File: src/asc_map.vh
`ifndef ASC_MAP_VH
`define ASC_MAP_VH
// Register indices (printed values not all multiples of four: byte offset is index * 4)
`define ASC_IDX_SEQ_CTRL    8'h63
`define ASC_IDX_CLK_CTRL    8'h64
`define ASC_IDX_PWR_IRQ     8'h62
`define ASC_IDX_CHAN_CTRL   8'h65
`define ASC_IDX_STATUS      8'h66
`define ASC_IDX_TEST        8'h67
`define ASC_IDX_RESULT0     8'h70
// Control register 3 fields
`define ASC_SEQ_S1_BIT      3
`define ASC_SEQ_FIFO_BIT    2
`define ASC_SEQ_FRZ_HI      1
`define ASC_SEQ_FRZ_LO      0
`define ASC_SEQ_RESET       8'h00
// Control register 4 fields
`define ASC_CLK_RES_BIT     7
`define ASC_CLK_SMP_HI      6
`define ASC_CLK_SMP_LO      5
`define ASC_CLK_PRS_HI      4
`define ASC_CLK_PRS_LO      0
`define ASC_CLK_RESET       8'h01
// Control register 2 fields
`define ASC_PWR_FFC_BIT     6
`define ASC_PWR_IE_BIT      1
`define ASC_PWR_IF_BIT      0
`define ASC_PWR_RESET       8'h00
// Channel control register fields
`define ASC_CHN_S8_BIT      6
`define ASC_CHN_RESET       8'h00
// Test register fields
`define ASC_TST_RST_BIT     0
// Conversion timing in converter clock periods
`define ASC_CONV_CLKS_8B    8'h0A
`define ASC_CONV_CLKS_10B   8'h0C
`define ASC_BUF_SAMPLE_CLKS 8'h04
`endif

File: src/asc_clk_div.v
`timescale 1ns/1ps
// Modulus prescaler followed by divide-by-two; emits one-cycle converter clock ticks
module asc_clk_div (
  // Clock and reset
  input  wire       aclk,
  input  wire       aresetn,
  // Control
  input  wire       restart,
  input  wire [4:0] divider,
  // Converter clock enable
  output reg        tick
);
  reg [4:0] cnt_q;
  reg       half_q;

  // Counting 0..divider gives a modulus of divider+1; halving doubles it
  always @(posedge aclk) begin
    if (!aresetn || restart) begin
      cnt_q  <= 5'h00;
      half_q <= 1'b0;
      tick   <= 1'b0;
    end else begin
      tick <= 1'b0;
      if (cnt_q >= divider) begin
        cnt_q  <= 5'h00;
        half_q <= ~half_q;
        tick   <= half_q;
      end else begin
        cnt_q <= cnt_q + 5'h01;
      end
    end
  end
endmodule

File: src/asc_axil_if.v
`timescale 1ns/1ps
// AXI4-Lite slave front end: takes AW/W in either order, one read at a time
module asc_axil_if (
  // Clock and reset
  input  wire        aclk,
  input  wire        aresetn,
  // AXI4-Lite
  input  wire [9:0]  s_axi_awaddr,
  input  wire        s_axi_awvalid,
  output reg         s_axi_awready,
  input  wire [31:0] s_axi_wdata,
  input  wire [3:0]  s_axi_wstrb,
  input  wire        s_axi_wvalid,
  output reg         s_axi_wready,
  output reg  [1:0]  s_axi_bresp,
  output reg         s_axi_bvalid,
  input  wire        s_axi_bready,
  input  wire [9:0]  s_axi_araddr,
  input  wire        s_axi_arvalid,
  output reg         s_axi_arready,
  output reg  [31:0] s_axi_rdata,
  output reg  [1:0]  s_axi_rresp,
  output reg         s_axi_rvalid,
  input  wire        s_axi_rready,
  // Register side
  output reg         wr_en,
  output reg  [7:0]  wr_idx,
  output reg  [7:0]  wr_data,
  input  wire        wr_ok,
  output reg         rd_en,
  output reg  [7:0]  rd_idx,
  input  wire [7:0]  rd_data,
  input  wire        rd_ok
);
  reg       aw_have_q;
  reg       w_have_q;
  reg [7:0] w_dat_q;
  reg       w_lane_q;
  reg       rd_wait_q;

  // Write path: capture both halves, then issue one strobe and respond
  always @(posedge aclk) begin
    if (!aresetn) begin
      aw_have_q     <= 1'b0;
      w_have_q      <= 1'b0;
      w_dat_q       <= 8'h00;
      w_lane_q      <= 1'b0;
      s_axi_awready <= 1'b0;
      s_axi_wready  <= 1'b0;
      s_axi_bvalid  <= 1'b0;
      s_axi_bresp   <= 2'h0;
      wr_en         <= 1'b0;
      wr_idx        <= 8'h00;
      wr_data       <= 8'h00;
    end else begin
      wr_en         <= 1'b0;
      s_axi_awready <= !aw_have_q && !s_axi_awready && !s_axi_bvalid && s_axi_awvalid;
      s_axi_wready  <= !w_have_q && !s_axi_wready && !s_axi_bvalid && s_axi_wvalid;
      if (s_axi_awvalid && s_axi_awready) begin
        // Index is loaded early so the register side decodes it before the response
        aw_have_q <= 1'b1;
        wr_idx    <= s_axi_awaddr[9:2];
      end
      if (s_axi_wvalid && s_axi_wready) begin
        w_have_q <= 1'b1;
        w_dat_q  <= s_axi_wdata[7:0];
        w_lane_q <= s_axi_wstrb[0];
      end
      if (aw_have_q && w_have_q && !s_axi_bvalid) begin
        // Byte lane 0 alone carries register data; without it nothing is stored
        wr_en        <= w_lane_q;
        wr_data      <= w_dat_q;
        s_axi_bvalid <= 1'b1;
        s_axi_bresp  <= wr_ok ? 2'h0 : 2'h2;
        aw_have_q    <= 1'b0;
        w_have_q     <= 1'b0;
      end else if (s_axi_bvalid && s_axi_bready) begin
        s_axi_bvalid <= 1'b0;
      end
    end
  end

  // Read path: address taken, then one cycle later data together with the side-effect strobe
  always @(posedge aclk) begin
    if (!aresetn) begin
      s_axi_arready <= 1'b0;
      s_axi_rvalid  <= 1'b0;
      s_axi_rdata   <= 32'h00000000;
      s_axi_rresp   <= 2'h0;
      rd_en         <= 1'b0;
      rd_idx        <= 8'h00;
      rd_wait_q     <= 1'b0;
    end else begin
      rd_en         <= 1'b0;
      s_axi_arready <= !s_axi_arready && !rd_wait_q && !s_axi_rvalid && s_axi_arvalid;
      if (s_axi_arvalid && s_axi_arready) begin
        rd_idx    <= s_axi_araddr[9:2];
        rd_wait_q <= 1'b1;
      end else if (rd_wait_q) begin
        rd_en        <= 1'b1;
        rd_wait_q    <= 1'b0;
        s_axi_rvalid <= 1'b1;
        s_axi_rdata  <= {24'h000000, rd_data};
        s_axi_rresp  <= rd_ok ? 2'h0 : 2'h2;
      end else if (s_axi_rvalid && s_axi_rready) begin
        s_axi_rvalid <= 1'b0;
      end
    end
  end
endmodule

File: src/asc_ctrl.v
`timescale 1ns/1ps
`include "asc_map.vh"
// Functional notes
// - Sequence-complete flag with enable set drives the interrupt request.
// - Flag sets only after the last result of the sequence is stored.
// - Flag holds until matching flag clear by read or fast-clear write, restart, or reset.
// - Software writes change the sequence-complete flag only by clearing it, via restart or a fast-clear result write.
// - Sequence/FIFO/freeze register always accessible, upper nibble zero, resets zero.
// - Single-length bit gives one conversion; eight-length bit wins.
// - Non-FIFO results land in register matching sequence position.
// - FIFO mode keeps the result counter across sequences.
// - Result counter wraps to register zero after the last.
// - Status register shows the result counter.
// - Counter clears on reset, non-FIFO start/end, and test reset bit.
// - Setting FIFO mid-sequence continues with the counter where it stands.
// - Freeze bits: continue, reserved, finish-then-freeze, freeze in debug.
// - Leaving debug resumes exactly where the converter stopped.
// - Clock register write aborts and restarts a sequence immediately.
// - Resolution bit picks 8-bit or the longer 10-bit conversion.
// - Final sample phase lasts 2, 4, 8 or 16 converter clocks.
// - Final sample phase follows the buffered sample phase.
// - Prescaler plus one divides bus clock, then halved again.
// - Prescaler resets to one, quarter of the bus clock.
// - Fast clear: any result access clears its flag; else test-index flags read first.
module asc_ctrl (
  // Clock and reset
  input  wire        aclk,
  input  wire        aresetn,
  // AXI4-Lite
  input  wire [9:0]  s_axi_awaddr,
  input  wire        s_axi_awvalid,
  output wire        s_axi_awready,
  input  wire [31:0] s_axi_wdata,
  input  wire [3:0]  s_axi_wstrb,
  input  wire        s_axi_wvalid,
  output wire        s_axi_wready,
  output wire [1:0]  s_axi_bresp,
  output wire        s_axi_bvalid,
  input  wire        s_axi_bready,
  input  wire [9:0]  s_axi_araddr,
  input  wire        s_axi_arvalid,
  output wire        s_axi_arready,
  output wire [31:0] s_axi_rdata,
  output wire [1:0]  s_axi_rresp,
  output wire        s_axi_rvalid,
  input  wire        s_axi_rready,
  // Debug and converter
  input  wire        debug_mode_active,
  input  wire [9:0]  conv_result,
  output reg         sample_direct,
  output reg         conv_active,
  output reg         adc_irq
);
  ////////////////////////////////////////////////////////////////////////////
  // Sequencer states
  localparam [4:0] ST_IDLE = 5'b00001;
  localparam [4:0] ST_BUF  = 5'b00010;
  localparam [4:0] ST_FIN  = 5'b00100;
  localparam [4:0] ST_CONV = 5'b01000;
  localparam [4:0] ST_FRZ  = 5'b10000;

  wire       wr_en;
  wire [7:0] wr_idx;
  wire [7:0] wr_data;
  wire       rd_en;
  wire [7:0] rd_idx;
  reg  [7:0] rd_data;
  reg        rd_ok;
  wire       wr_ok;
  wire       tick;

  reg  [7:0] seq_ctrl_q;
  reg  [7:0] clk_ctrl_q;
  reg  [7:0] chn_ctrl_q;
  reg        fast_flag_clear_q;
  reg        seq_done_irq_enable_q;
  reg        seq_done_irq_flag_q;
  reg        test_rst_q;
  reg  [7:0] conv_done_flag_q;
  reg  [7:0] status_seen_q;
  reg  [9:0] result_q [0:7];
  reg  [2:0] res_ptr_q;
  reg  [3:0] conv_cnt_q;
  reg  [7:0] phase_cnt_q;
  reg  [4:0] state_q;
  reg  [4:0] resume_q;
  reg        frz_pend_q;
  wire       restart;
  wire       fifo_mode;
  wire [1:0] frz_sel;
  wire [3:0] seq_len;
  wire       res_rd;
  wire [2:0] res_sel;
  wire       res_wr;
  wire [7:0] last_clr;

  ////////////////////////////////////////////////////////////////////////////
  // Sequence length from the two length bits
  function [3:0] len_of;
    input s8;
    input s1;
    begin
      if (s8)
        len_of = 4'h8;
      else if (s1)
        len_of = 4'h1;
      else
        len_of = 4'h4;
    end
  endfunction

  // Result register index decode, shared by read and write strobes
  function is_result;
    input [7:0] idx;
    begin
      is_result = (idx[7:3] == `ASC_IDX_RESULT0 >> 3);
    end
  endfunction

  ////////////////////////////////////////////////////////////////////////////
  asc_axil_if u_bus (
    .aclk          (aclk),
    .aresetn       (aresetn),
    .s_axi_awaddr  (s_axi_awaddr),
    .s_axi_awvalid (s_axi_awvalid),
    .s_axi_awready (s_axi_awready),
    .s_axi_wdata   (s_axi_wdata),
    .s_axi_wstrb   (s_axi_wstrb),
    .s_axi_wvalid  (s_axi_wvalid),
    .s_axi_wready  (s_axi_wready),
    .s_axi_bresp   (s_axi_bresp),
    .s_axi_bvalid  (s_axi_bvalid),
    .s_axi_bready  (s_axi_bready),
    .s_axi_araddr  (s_axi_araddr),
    .s_axi_arvalid (s_axi_arvalid),
    .s_axi_arready (s_axi_arready),
    .s_axi_rdata   (s_axi_rdata),
    .s_axi_rresp   (s_axi_rresp),
    .s_axi_rvalid  (s_axi_rvalid),
    .s_axi_rready  (s_axi_rready),
    .wr_en         (wr_en),
    .wr_idx        (wr_idx),
    .wr_data       (wr_data),
    .wr_ok         (wr_ok),
    .rd_en         (rd_en),
    .rd_idx        (rd_idx),
    .rd_data       (rd_data),
    .rd_ok         (rd_ok)
  );

  asc_clk_div u_div (
    .aclk    (aclk),
    .aresetn (aresetn),
    .restart (restart),
    .divider (clk_ctrl_q[`ASC_CLK_PRS_HI:`ASC_CLK_PRS_LO]),
    .tick    (tick)
  );

  ////////////////////////////////////////////////////////////////////////////
  // Decodes shared by several processes
  assign restart   = wr_en && (wr_idx == `ASC_IDX_CLK_CTRL || wr_idx == `ASC_IDX_CHAN_CTRL);
  assign fifo_mode = seq_ctrl_q[`ASC_SEQ_FIFO_BIT];
  assign frz_sel   = seq_ctrl_q[`ASC_SEQ_FRZ_HI:`ASC_SEQ_FRZ_LO];
  assign seq_len   = len_of(chn_ctrl_q[`ASC_CHN_S8_BIT], seq_ctrl_q[`ASC_SEQ_S1_BIT]);
  assign res_rd    = rd_en && is_result(rd_idx);
  assign res_sel   = rd_idx[2:0];
  assign res_wr    = wr_en && is_result(wr_idx);
  assign wr_ok     = (wr_idx == `ASC_IDX_SEQ_CTRL) || (wr_idx == `ASC_IDX_CLK_CTRL) ||
                     (wr_idx == `ASC_IDX_PWR_IRQ) || (wr_idx == `ASC_IDX_CHAN_CTRL) ||
                     (wr_idx == `ASC_IDX_STATUS) || (wr_idx == `ASC_IDX_TEST) || is_result(wr_idx);

  // Read mux; status shows the sequence flag and the next result slot
  always @* begin
    rd_ok   = 1'b1;
    rd_data = 8'h00;
    case (rd_idx)
      `ASC_IDX_SEQ_CTRL:  rd_data = {4'h0, seq_ctrl_q[3:0]};
      `ASC_IDX_CLK_CTRL:  rd_data = clk_ctrl_q;
      `ASC_IDX_CHAN_CTRL: rd_data = chn_ctrl_q;
      `ASC_IDX_PWR_IRQ:   rd_data = {1'b0, fast_flag_clear_q, 4'h0, seq_done_irq_enable_q, seq_done_irq_flag_q};
      `ASC_IDX_STATUS:    rd_data = {seq_done_irq_flag_q, 4'h0, res_ptr_q};
      // Test index reads back the conversion-done flags; the reset bit is write-only
      `ASC_IDX_TEST:      rd_data = conv_done_flag_q;
      default: begin
        if (is_result(rd_idx))
          rd_data = result_q[res_sel][9:2];
        else
          rd_ok = 1'b0;
      end
    endcase
  end

  ////////////////////////////////////////////////////////////////////////////
  // Software registers; the sequence flag has no write path in this process
  always @(posedge aclk) begin
    if (!aresetn) begin
      seq_ctrl_q            <= `ASC_SEQ_RESET;
      clk_ctrl_q            <= `ASC_CLK_RESET;
      chn_ctrl_q            <= `ASC_CHN_RESET;
      fast_flag_clear_q     <= 1'b0;
      seq_done_irq_enable_q <= 1'b0;
      test_rst_q            <= 1'b0;
    end else if (wr_en) begin
      case (wr_idx)
        `ASC_IDX_SEQ_CTRL: seq_ctrl_q <= {4'h0, wr_data[3:0]};
        `ASC_IDX_CLK_CTRL: clk_ctrl_q <= wr_data;
        `ASC_IDX_CHAN_CTRL: chn_ctrl_q <= wr_data;
        `ASC_IDX_PWR_IRQ: begin
          fast_flag_clear_q     <= wr_data[`ASC_PWR_FFC_BIT];
          seq_done_irq_enable_q <= wr_data[`ASC_PWR_IE_BIT];
        end
        `ASC_IDX_TEST: test_rst_q <= wr_data[`ASC_TST_RST_BIT];
        default: test_rst_q <= test_rst_q;
      endcase
    end
  end

  ////////////////////////////////////////////////////////////////////////////
  // Per-result flag clearing: fast mode on any access, else test-index flags read first
  genvar gi;
  generate
    for (gi = 0; gi < 8; gi = gi + 1) begin : g_clr
      assign last_clr[gi] = ((res_rd && res_sel == gi) || (res_wr && wr_idx[2:0] == gi)) &&
                            (fast_flag_clear_q || (status_seen_q[gi] && res_rd));
    end
  endgenerate

  ////////////////////////////////////////////////////////////////////////////
  // Sequencer: buffered sample, final sample, conversion, store
  always @(posedge aclk) begin
    if (!aresetn) begin
      state_q             <= ST_IDLE;
      resume_q            <= ST_IDLE;
      frz_pend_q          <= 1'b0;
      res_ptr_q           <= 3'h0;
      conv_cnt_q          <= 4'h0;
      phase_cnt_q         <= 8'h00;
      seq_done_irq_flag_q <= 1'b0;
      conv_done_flag_q    <= 8'h00;
      status_seen_q       <= 8'h00;
      sample_direct       <= 1'b0;
      conv_active         <= 1'b0;
      adc_irq             <= 1'b0;
    end else begin
      adc_irq <= seq_done_irq_flag_q && seq_done_irq_enable_q;
      if (rd_en && rd_idx == `ASC_IDX_STATUS + 8'h01)
        status_seen_q <= conv_done_flag_q;
      if (|last_clr) begin
        conv_done_flag_q    <= conv_done_flag_q & ~last_clr;
        status_seen_q       <= status_seen_q & ~last_clr;
        seq_done_irq_flag_q <= 1'b0;
      end
      if (wr_en && wr_idx == `ASC_IDX_TEST && wr_data[`ASC_TST_RST_BIT] != test_rst_q)
        res_ptr_q <= 3'h0;
      if (restart) begin
        // Abort whatever runs and begin afresh; flags clear on restart
        state_q             <= ST_BUF;
        phase_cnt_q         <= `ASC_BUF_SAMPLE_CLKS;
        conv_cnt_q          <= 4'h0;
        frz_pend_q          <= 1'b0;
        seq_done_irq_flag_q <= 1'b0;
        conv_done_flag_q    <= 8'h00;
        status_seen_q       <= 8'h00;
        sample_direct       <= 1'b0;
        conv_active         <= 1'b1;
        if (!fifo_mode)
          res_ptr_q <= 3'h0;
      end else begin
        case (state_q)
          ST_IDLE: begin
            conv_active <= 1'b0;
          end
          ST_FRZ: begin
            // Hold every counter; return to the saved phase when debug ends
            if (!debug_mode_active || frz_sel == 2'b00 || frz_sel == 2'b01)
              state_q <= resume_q;
          end
          default: begin
            if (debug_mode_active && frz_sel == 2'b11) begin
              resume_q <= state_q;
              state_q  <= ST_FRZ;
            end else if (tick) begin
              if (phase_cnt_q > 8'h01) begin
                phase_cnt_q <= phase_cnt_q - 8'h01;
              end else if (state_q == ST_BUF) begin
                state_q       <= ST_FIN;
                sample_direct <= 1'b1;
                phase_cnt_q   <= 8'h02 << clk_ctrl_q[`ASC_CLK_SMP_HI:`ASC_CLK_SMP_LO];
              end else if (state_q == ST_FIN) begin
                state_q       <= ST_CONV;
                sample_direct <= 1'b0;
                phase_cnt_q   <= clk_ctrl_q[`ASC_CLK_RES_BIT] ? `ASC_CONV_CLKS_10B : `ASC_CONV_CLKS_8B;
              end else begin
                // Store the result; the flag set below sees it already stored
                result_q[res_ptr_q] <= clk_ctrl_q[`ASC_CLK_RES_BIT] ? conv_result : {conv_result[9:2], 2'b00};
                conv_done_flag_q[res_ptr_q] <= 1'b1;
                res_ptr_q   <= res_ptr_q + 3'h1;
                phase_cnt_q <= `ASC_BUF_SAMPLE_CLKS;
                if (conv_cnt_q + 4'h1 >= seq_len) begin
                  conv_cnt_q          <= 4'h0;
                  seq_done_irq_flag_q <= 1'b1;
                  if (!fifo_mode)
                    res_ptr_q <= 3'h0;
                  state_q <= chn_ctrl_q[5] ? ST_BUF : ST_IDLE;
                end else begin
                  conv_cnt_q <= conv_cnt_q + 4'h1;
                  state_q    <= ST_BUF;
                end
                // Finish-then-freeze parks after this conversion
                if (debug_mode_active && frz_sel == 2'b10) begin
                  resume_q <= (conv_cnt_q + 4'h1 >= seq_len && !chn_ctrl_q[5]) ? ST_IDLE : ST_BUF;
                  state_q  <= ST_FRZ;
                end
              end
            end
          end
        endcase
      end
    end
  end
endmodule

File: config.mk
export PLATFORM = sky130hd
export DESIGN_NAME = asc_ctrl
export DESIGN_NICKNAME = d
export VERILOG_FILES = /design/src/asc_clk_div.v /design/src/asc_axil_if.v /design/src/asc_ctrl.v
export VERILOG_INCLUDE_DIRS = /design/src /design/src/src
export SDC_FILE = /design/constraint.sdc
export NUM_CORES = 1
export LEC_CHECK = 0
export BUFFER_PORTS_ARGS = -buffer_cell sky130_fd_sc_hd__buf_2
export CORE_AREA = 2 2 142 144
export CTS_CLUSTER_DIAMETER = 50
export CTS_CLUSTER_SIZE = 14
export DETAILED_ROUTE_END_ITERATION = 8
export DIE_AREA = 0 0 144 146
export GPL_TIMING_DRIVEN = 0
export PLACE_DENSITY_LB_ADDON = 0.2
export SYNTH_ARGS = -nofsm -noshare
export SYNTH_HDL_FRONTEND = slang
export SYNTH_SLANG_ARGS = --single-unit
File: constraint.sdc
create_clock -name aclk -period 2.9 [get_ports aclk]
set_clock_uncertainty 0.15 [all_clocks]
set_input_delay 0.58 -clock aclk [delete_from_list [all_inputs] [get_ports aclk]]
set_output_delay 0.58 -clock aclk [all_outputs]
set_load 0.05 [all_outputs]
# After elaboration in Yosys (flattened, before gate mapping)

Memories as Yosys holds them, arrays and structs flattened. A register that Yosys moved wholly into a read port is not among the register bits.
Index checks and enable logic that the tools add are counted.

Register bits after elaboration: 130
Bits in writable memories: 80
Input bits: 74
Output and inout bits: 44
Logic and storage cells: 332
Memories kept: 1

Add/sub/neg operators: 4
Magnitude comparators: 5
Equal/unequal tests: 46
Shift-type cells: 1
Mux-type cells: 88
Bitwise operators: 15
Reductions and logical operators: 132

Memory list:

| memory   | depth | width | read ports | clocked after Yosys merged registers in | write ports | line          | RTL |
|---|---|---|---|---|---|---|---|
| result_q | 8     | 10    | 1          | 1                                       | 1           | asc_ctrl.v:81 | `reg [9:0] result_q [0:7];` |

Operator list:

| cell                                                           | count |
|---|---|
| 2-to-1 mux 8 bit                                               | 13 |
| == test 8 x 7 -> 1 bit (second input constant)                 | 12 |
| 2-to-1 mux 5 bit                                               | 13 |
| logical AND 1 bit                                              | 59 |
| 2-to-1 mux 3 bit                                               | 19 |
| one-hot mux 8 bit (6 select lines)                             | 1 |
| 2-to-1 mux 1 bit                                               | 30 |
| logical OR 1 bit                                               | 26 |
| == test 3 bit (second input constant)                          | 8 |
| AND 8 bit                                                      | 2 |
| AND reduction 2 bit                                            | 8 |
| nonzero test 2 bit                                             | 8 |
| 2-to-1 mux 2 bit                                               | 7 |
| == test 3 x 2 -> 1 bit (second input constant)                 | 4 |
| 2-to-1 mux 4 bit                                               | 3 |
| OR reduction 2 bit                                             | 6 |
| logical NOT 1 bit                                              | 11 |
| inverter 1 bit                                                 | 11 |
| == test 5 x 4 -> 1 bit (second input constant)                 | 2 |
| one-hot mux 5 bit (2 select lines)                             | 1 |
| greater-than comparator 8 x 1 -> 1 bit (second input constant) | 1 |
| inequality test 2 bit (second input constant)                  | 4 |
| inverter 8 bit                                                 | 1 |
| OR 8 bit                                                       | 1 |
| 32 further kinds                                               | 40 |

# Logic depth before layout (Yosys ltp)

Depth after elaboration: 16
Mapped depth: 9
Gate-level depth less buffers: 9

# By module

A second synthesis with hierarchy kept.

Cells, all modules: 876
Area total of the unflattened synthesis: 8953.6 µm²

By module, submodules not included:

| module      | times used | cells an instance | area an instance (µm²) | seq. area each (µm²) |
|---|---|---|---|---|
| asc_ctrl    | 1          | 586               | 6411.1                 | 3283.1 |
| asc_axil_if | 1          | 247               | 2130.8                 | 1061.0 |
| asc_clk_div | 1          | 43                | 411.6                  | 140.1 |

# Worst setup path after synthesis

Ideal clock, no wire load.

Path kind: input -> register
Start point: input debug_mode_active
End point: memory result_q[1][2] (enable)
Setup time: 383 ps
Arrival time: 2505 ps
Data required time: 2367 ps
Path slack: -139 ps
Stages: 8
Buffers on the path: 2
Path through: and3_1 clkbuf_1 a211oi_2 nand4_1 buf_2 nor2_1 nand2_1 nor3_1

Cells in the longest elaborated chain, start to end: 6

RTL lines:

| item              | line           | RTL |
|---|---|---|
| from (decl)       | asc_ctrl.v:48  | `input wire debug_mode_active,` |
| logical AND 1 bit | asc_ctrl.v:279 | `if (debug_mode_active && frz_sel == 2'b11) begin` |
| 2-to-1 mux 1 bit  | asc_ctrl.v:279 |  |
| 2-to-1 mux 1 bit  | asc_ctrl.v:269 | `case (state_q)` |
| 2-to-1 mux 1 bit  | asc_ctrl.v:255 | `if (restart) begin` |
| 2-to-1 mux 1 bit  | asc_ctrl.v:231 | `if (!aresetn) begin` |
| 2-to-1 mux 1 bit  | asc_ctrl.v:295 | `` result_q[res_ptr_q] <= clk_ctrl_q[`ASC_CLK_RES_BIT] ? conv_result : {conv_result[9:2], 2'b00}; `` |
| to (decl)         | asc_ctrl.v:81  |  |

No other way between the ends.

# Final worst setup path

Start point: register phase_cnt_q[3]
End point: memory result_q[0][2] (enable)

Cells in the longest elaborated chain, start to end: 8

RTL lines:

| item                                   | line           | RTL |
|---|---|---|
| from (decl)                            | asc_ctrl.v:84  | `reg [7:0] phase_cnt_q;` |
| from (signal assigned)                 | asc_ctrl.v:258 | `` phase_cnt_q <= `ASC_BUF_SAMPLE_CLKS; `` |
| from (signal assigned)                 | asc_ctrl.v:284 | `phase_cnt_q <= phase_cnt_q - 8'h01;` |
| from (signal assigned)                 | asc_ctrl.v:288 | `` phase_cnt_q <= 8'h02 << clk_ctrl_q[`ASC_CLK_SMP_HI:`ASC_CLK_SMP_LO]; `` |
| greater-than comparator 8 x 1 -> 1 bit | asc_ctrl.v:283 | `if (phase_cnt_q > 8'h01) begin` |
| 2-to-1 mux 1 bit                       | asc_ctrl.v:283 |  |
| 2-to-1 mux 1 bit                       | asc_ctrl.v:282 | `end else if (tick) begin` |
| 2-to-1 mux 1 bit                       | asc_ctrl.v:279 |  |
| 2-to-1 mux 1 bit                       | asc_ctrl.v:269 |  |
| 2-to-1 mux 1 bit                       | asc_ctrl.v:255 |  |
| 2-to-1 mux 1 bit                       | asc_ctrl.v:231 |  |
| 2-to-1 mux 1 bit                       | asc_ctrl.v:295 |  |

No other way between the ends.

==> flow_summary.json <==
{
  "outcome": "complete, no violations",
  "cellPowerDensity_nw_per_um2": 563,
  "yosys.cell_types.count": 64,
  "clock_tree.buffer_depth": 2,
  "holdCritStartpoint": "s_axi_bready",
  "cts-root-buf": "sky130_fd_sc_hd__clkbuf_16",
  "globalRouteTotalUtil": 0.198,
  "synth_flop_cell": "sky130_fd_sc_hd__dfxtp_1",
  "finalSetupViolations": 0,
  "share_of_cells_above_drive_strength_1": 0.192,
  "crit_fanout": 10,
  "largest_reg_flops": 64,
  "clock_insertion_delay_worst_skew_ns": 0.44,
  "slew_at_the_pin_closest_to_its_max_slew_limit_ns": 1.29,
  "startpoint_type": "flip-flop",
  "initial_core_util": 0.447,
  "worstPathRequired_ns": 2.90,
  "post_drt_via_cell_ratio": 5.16,
  "timing.final.crit_share": 0.952,
  "tritoncts.num_buffers": 17,
  "postLayoutSetupSlackWorst_ns": 0.139,
  "gp_congestion": 0.923,
  "dpl.hpwl_um": 14300,
  "placed_cell_area_um2": 9370,
  "clock_sinks": 195,
  "critical_path.cell_chain": "nor4_4 > nor4b_4 > nand4_1 > buf_2 > or3_4 > nor3_4 > buf_12",
  "synth_enable_flop_cells": 64,
  "synthDominantAreaCellType": "sky130_fd_sc_hd__dfxtp_1",
  "clkTransAtPathRegs_ns": 0.08,
  "io_pins": 118,
  "grt_pass1_wl_um": 32000,
  "critical_path.reg2reg.startpoint": "phase_cnt_q[3]$_SDFFE_PP0P_",
  "synth_top_cell_area_share": 0.303,
  "synth-async-reset-ratio": 0,
  "max_freq_mhz": 362,
  "cts_tree": "yes",
  "post-route-drc-count": 0,
  "worst_hold_path_type": "input pin to flip-flop",
  "drt.antenna.violating_nets": 0,
  "timing.reg2reg.worst_path_depth": 7,
  "synthToLayoutAreaGrowth_pct": 17.3,
  "synthesis.area_um2": 8640,
  "cts-htree-levels": 4,
  "stdcell_area_um2": 10100,
  "via_count": 6316,
  "dp_worst_setup_slack_ns": -0.847,
  "floorplan.die_area_um2": 21000,
  "final.setup.tns_ns": 0,
  "worstReg2RegEnd": "result_q[0][2]$_DFFE_PP_",
  "synthCells": 839,
  "yosys_synthesis_warning_count": 0,
  "grt_remaining_overflow": 0,
  "leading_cell_types_by_total_area_after_synthesis": "sky130_fd_sc_hd__dfxtp_1 (30%), sky130_fd_sc_hd__edfxtp_1 (22%), sky130_fd_sc_hd__mux4_2 (4.7%), sky130_fd_sc_hd__mux2i_1 (4.5%), sky130_fd_sc_hd__nand2_1 (4.2%)",
  "core.rowCount": 51,
  "max_slew_margin": 0.131,
  "max_flop_register": "result_q",
  "drt-total-wl_um": 20100,
  "power.leakage_nw": 3.88,
  "r2r_slack_ns": 0.14,
  "final_net_count": 1032,
  "core_region_area_um2": 19300,
  "arrival_ns": 2.76,
  "critical_path.slowest_cell": "sky130_fd_sc_hd__or3_4",
  "cpPeakStageDelay_ns": 0.45,
  "grt_pass1_vias": 5878,
  "crit_path_start": "phase_cnt_q[3]$_SDFFE_PP0P_",
  "ys_seq_area_frac": 0.526,
  "timing.critical_path.to_type": "flip-flop",
  "drtPass1Iterations": 6,
  "power.total_mw": 5.71,
  "numPortBuffers": 58,
  "chipWidth_um": 144,
  "floorplan.die.height_um": 146,
  "grt_max_degree": 23,
  "setup.worst_path.end": "result_q[0][2]$_DFFE_PP_",
  "antenna_found_initial": 0,
  "first_iter_violations": 388,
  "criticalPathCategory": "flip-flop to flip-flop",
  "irDropWorstVdd_mv": 0.389,
  "antenna_cells_inserted": 0,
  "timing.final.max_slew_violations": 0,
  "period_needed_ns": 2.76,
  "ys_ff_latch": 195,
  "wl_per_cell_um": 16.4,
  "hold_viol": 0,
  "timing.max_cap.violations": 0,
  "postSynthAreaPerCell_um2": 10.3
}
## worst max-delay path: cells and delay by family (launching register included)
| kind | cells | cell delay, ns |
|---|---|---|
| buf+inv | 2 | 0.38 |
| simple gates | 5 | 1.53 |
| flops | 1 | 0.40 |
## layout by cell type, fill, tap and decap left out, types with 7 or more instances in the layout
master | synthesis | layout
sky130_fd_sc_hd__a21o_1 | 8 | 8
sky130_fd_sc_hd__a21oi_1 | 62 | 61
sky130_fd_sc_hd__a22o_1 | 11 | 11
sky130_fd_sc_hd__a22oi_1 | 7 | 7
sky130_fd_sc_hd__and2_1 | 7 | 7
sky130_fd_sc_hd__buf_2 | 6 | 64
sky130_fd_sc_hd__buf_4 | 26 | 29
sky130_fd_sc_hd__clkbuf_1 | 37 | 35
sky130_fd_sc_hd__clkbuf_16 | 0 | 17
sky130_fd_sc_hd__clkinv_8 | 0 | 7
sky130_fd_sc_hd__conb_1 | 1 | 26
sky130_fd_sc_hd__dfxtp_1 | 131 | 131
sky130_fd_sc_hd__edfxtp_1 | 64 | 64
sky130_fd_sc_hd__ha_1 | 13 | 13
sky130_fd_sc_hd__inv_1 | 24 | 24
sky130_fd_sc_hd__mux2_2 | 11 | 11
sky130_fd_sc_hd__mux2i_1 | 39 | 39
sky130_fd_sc_hd__mux4_2 | 18 | 18
sky130_fd_sc_hd__nand2_1 | 97 | 95
sky130_fd_sc_hd__nand2b_1 | 14 | 14
sky130_fd_sc_hd__nand3_1 | 19 | 19
sky130_fd_sc_hd__nor2_1 | 96 | 92
sky130_fd_sc_hd__nor3_1 | 9 | 8
sky130_fd_sc_hd__o21ai_0 | 29 | 29
sky130_fd_sc_hd__xor2_1 | 7 | 7
## worst min path at each step
stage | end | slack, ns | cells past startpoint
after floorplan | u_div.tick$_SDFF_PP0_ | 0.27 | 2
after global placement | u_bus.wr_idx[3]$_SDFFE_PN0P_ | 0.29 | 2
after detailed placement | u_bus.s_axi_arready$_SDFF_PN0_ | 0.29 | 1
after CTS | u_bus.s_axi_bvalid$_SDFFE_PN0P_ | 0.14 | 2
after global routing | u_bus.s_axi_bvalid$_SDFFE_PN0P_ | 0.17 | 2
final | u_bus.s_axi_bvalid$_SDFFE_PN0P_ | 0.16 | 2
## routing by layer
| metal | global-route usage | up-vias | share of wire |
|---|---|---|---|
| li1 | - | 3175 | - |
| met1 | 0.275 | 2958 | 0.48 |
| met2 | 0.312 | 164 | 0.46 |
| met3 | 0.0418 | 19 | 0.046 |
| met4 | 0.0578 | 0 | 0.016 |
| met5 | 0 | - | 0 |
## area by class of cell
| type | count | area, µm² |
|---|---|---|
| fill | 1753 | 9200 |
| tap | 265 | 332 |
| inverter | 24 | 90.1 |
| timing repair buffer | 64 | 373 |
| buffer | 70 | 368 |
| multi-input combinational | 573 | 3810 |
| clock buffer | 17 | 425 |
| clock inverter | 15 | 196 |
| sequential | 195 | 4540 |
## power by group
group          internal (mW)  total (mW)  switching [mW]
clock network           1.18        2.39            1.21
logic                  0.158       0.435           0.277
registers               2.86        2.89          0.0323
total                   4.20        5.71            1.52
## metrics by stage
stage	hold WS (ns)	util	std cells
global placement	0.289	0.484	1187
floorplan	0.271	-	864
global route	0.174	0.524	1223
CTS	0.140	0.524	1225
finish	0.160	0.524	1223
detailed placement	0.292	0.484	1187
## Yosys cell counts, types with 3 or more instances
library cell	instances
sky130_fd_sc_hd__edfxtp_1	64
sky130_fd_sc_hd__and3_1	5
sky130_fd_sc_hd__nand3b_1	3
sky130_fd_sc_hd__nand2_1	97
sky130_fd_sc_hd__and2_1	7
sky130_fd_sc_hd__a222oi_1	3
sky130_fd_sc_hd__nor2b_1	7
sky130_fd_sc_hd__nand2b_1	14
sky130_fd_sc_hd__mux2i_1	39
sky130_fd_sc_hd__nor4_1	6
sky130_fd_sc_hd__a22oi_1	7
sky130_fd_sc_hd__inv_1	24
sky130_fd_sc_hd__or2_2	4
sky130_fd_sc_hd__nor3_1	9
sky130_fd_sc_hd__a31oi_1	4
sky130_fd_sc_hd__a21oi_1	62
sky130_fd_sc_hd__mux4_2	18
sky130_fd_sc_hd__nor2_2	3
sky130_fd_sc_hd__xor2_1	7
sky130_fd_sc_hd__a221oi_1	3
sky130_fd_sc_hd__nand4_1	6
sky130_fd_sc_hd__dfxtp_1	131
sky130_fd_sc_hd__clkbuf_1	37
sky130_fd_sc_hd__ha_1	13
sky130_fd_sc_hd__o22a_1	4
sky130_fd_sc_hd__nor2_1	96
sky130_fd_sc_hd__buf_1	3
sky130_fd_sc_hd__mux2_2	11
sky130_fd_sc_hd__o32a_1	4
sky130_fd_sc_hd__o22ai_1	5
sky130_fd_sc_hd__buf_4	26
sky130_fd_sc_hd__o21a_1	3
sky130_fd_sc_hd__o21ai_0	29
sky130_fd_sc_hd__a21o_1	8
sky130_fd_sc_hd__nand3_1	19
sky130_fd_sc_hd__o31ai_1	4
sky130_fd_sc_hd__a22o_1	11
sky130_fd_sc_hd__a211oi_1	3
sky130_fd_sc_hd__buf_2	6
sky130_fd_sc_hd__a32oi_1	3
## logic make-up after synthesis
logic type               count (synthesis)  share of synthesized area
buffers and inverters                   96                     0.0538
AND/OR/NAND/NOR                        294                      0.163
flip-flops                             195                      0.526
AO/OA/AOI/OAI                          163                      0.123
other                                    1                   0.000434
XOR/XNOR                                 9                    0.00912
multiplexers                            68                      0.106
adder cells (fa/ha/maj)                 13                     0.0188
## what timing repair did
| action | CTS | global route |
|---|---|---|
| resized for setup | 13 | 5 |
| hold buffers | 0 | 0 |
| buffers inserted | 6 | 0 |
| hold endpoints to repair | 0 | 0 |
| setup endpoints to repair | 69 | 54 |
| pin swaps | 4 | 0 |
(Power assumes the default switching activity.)
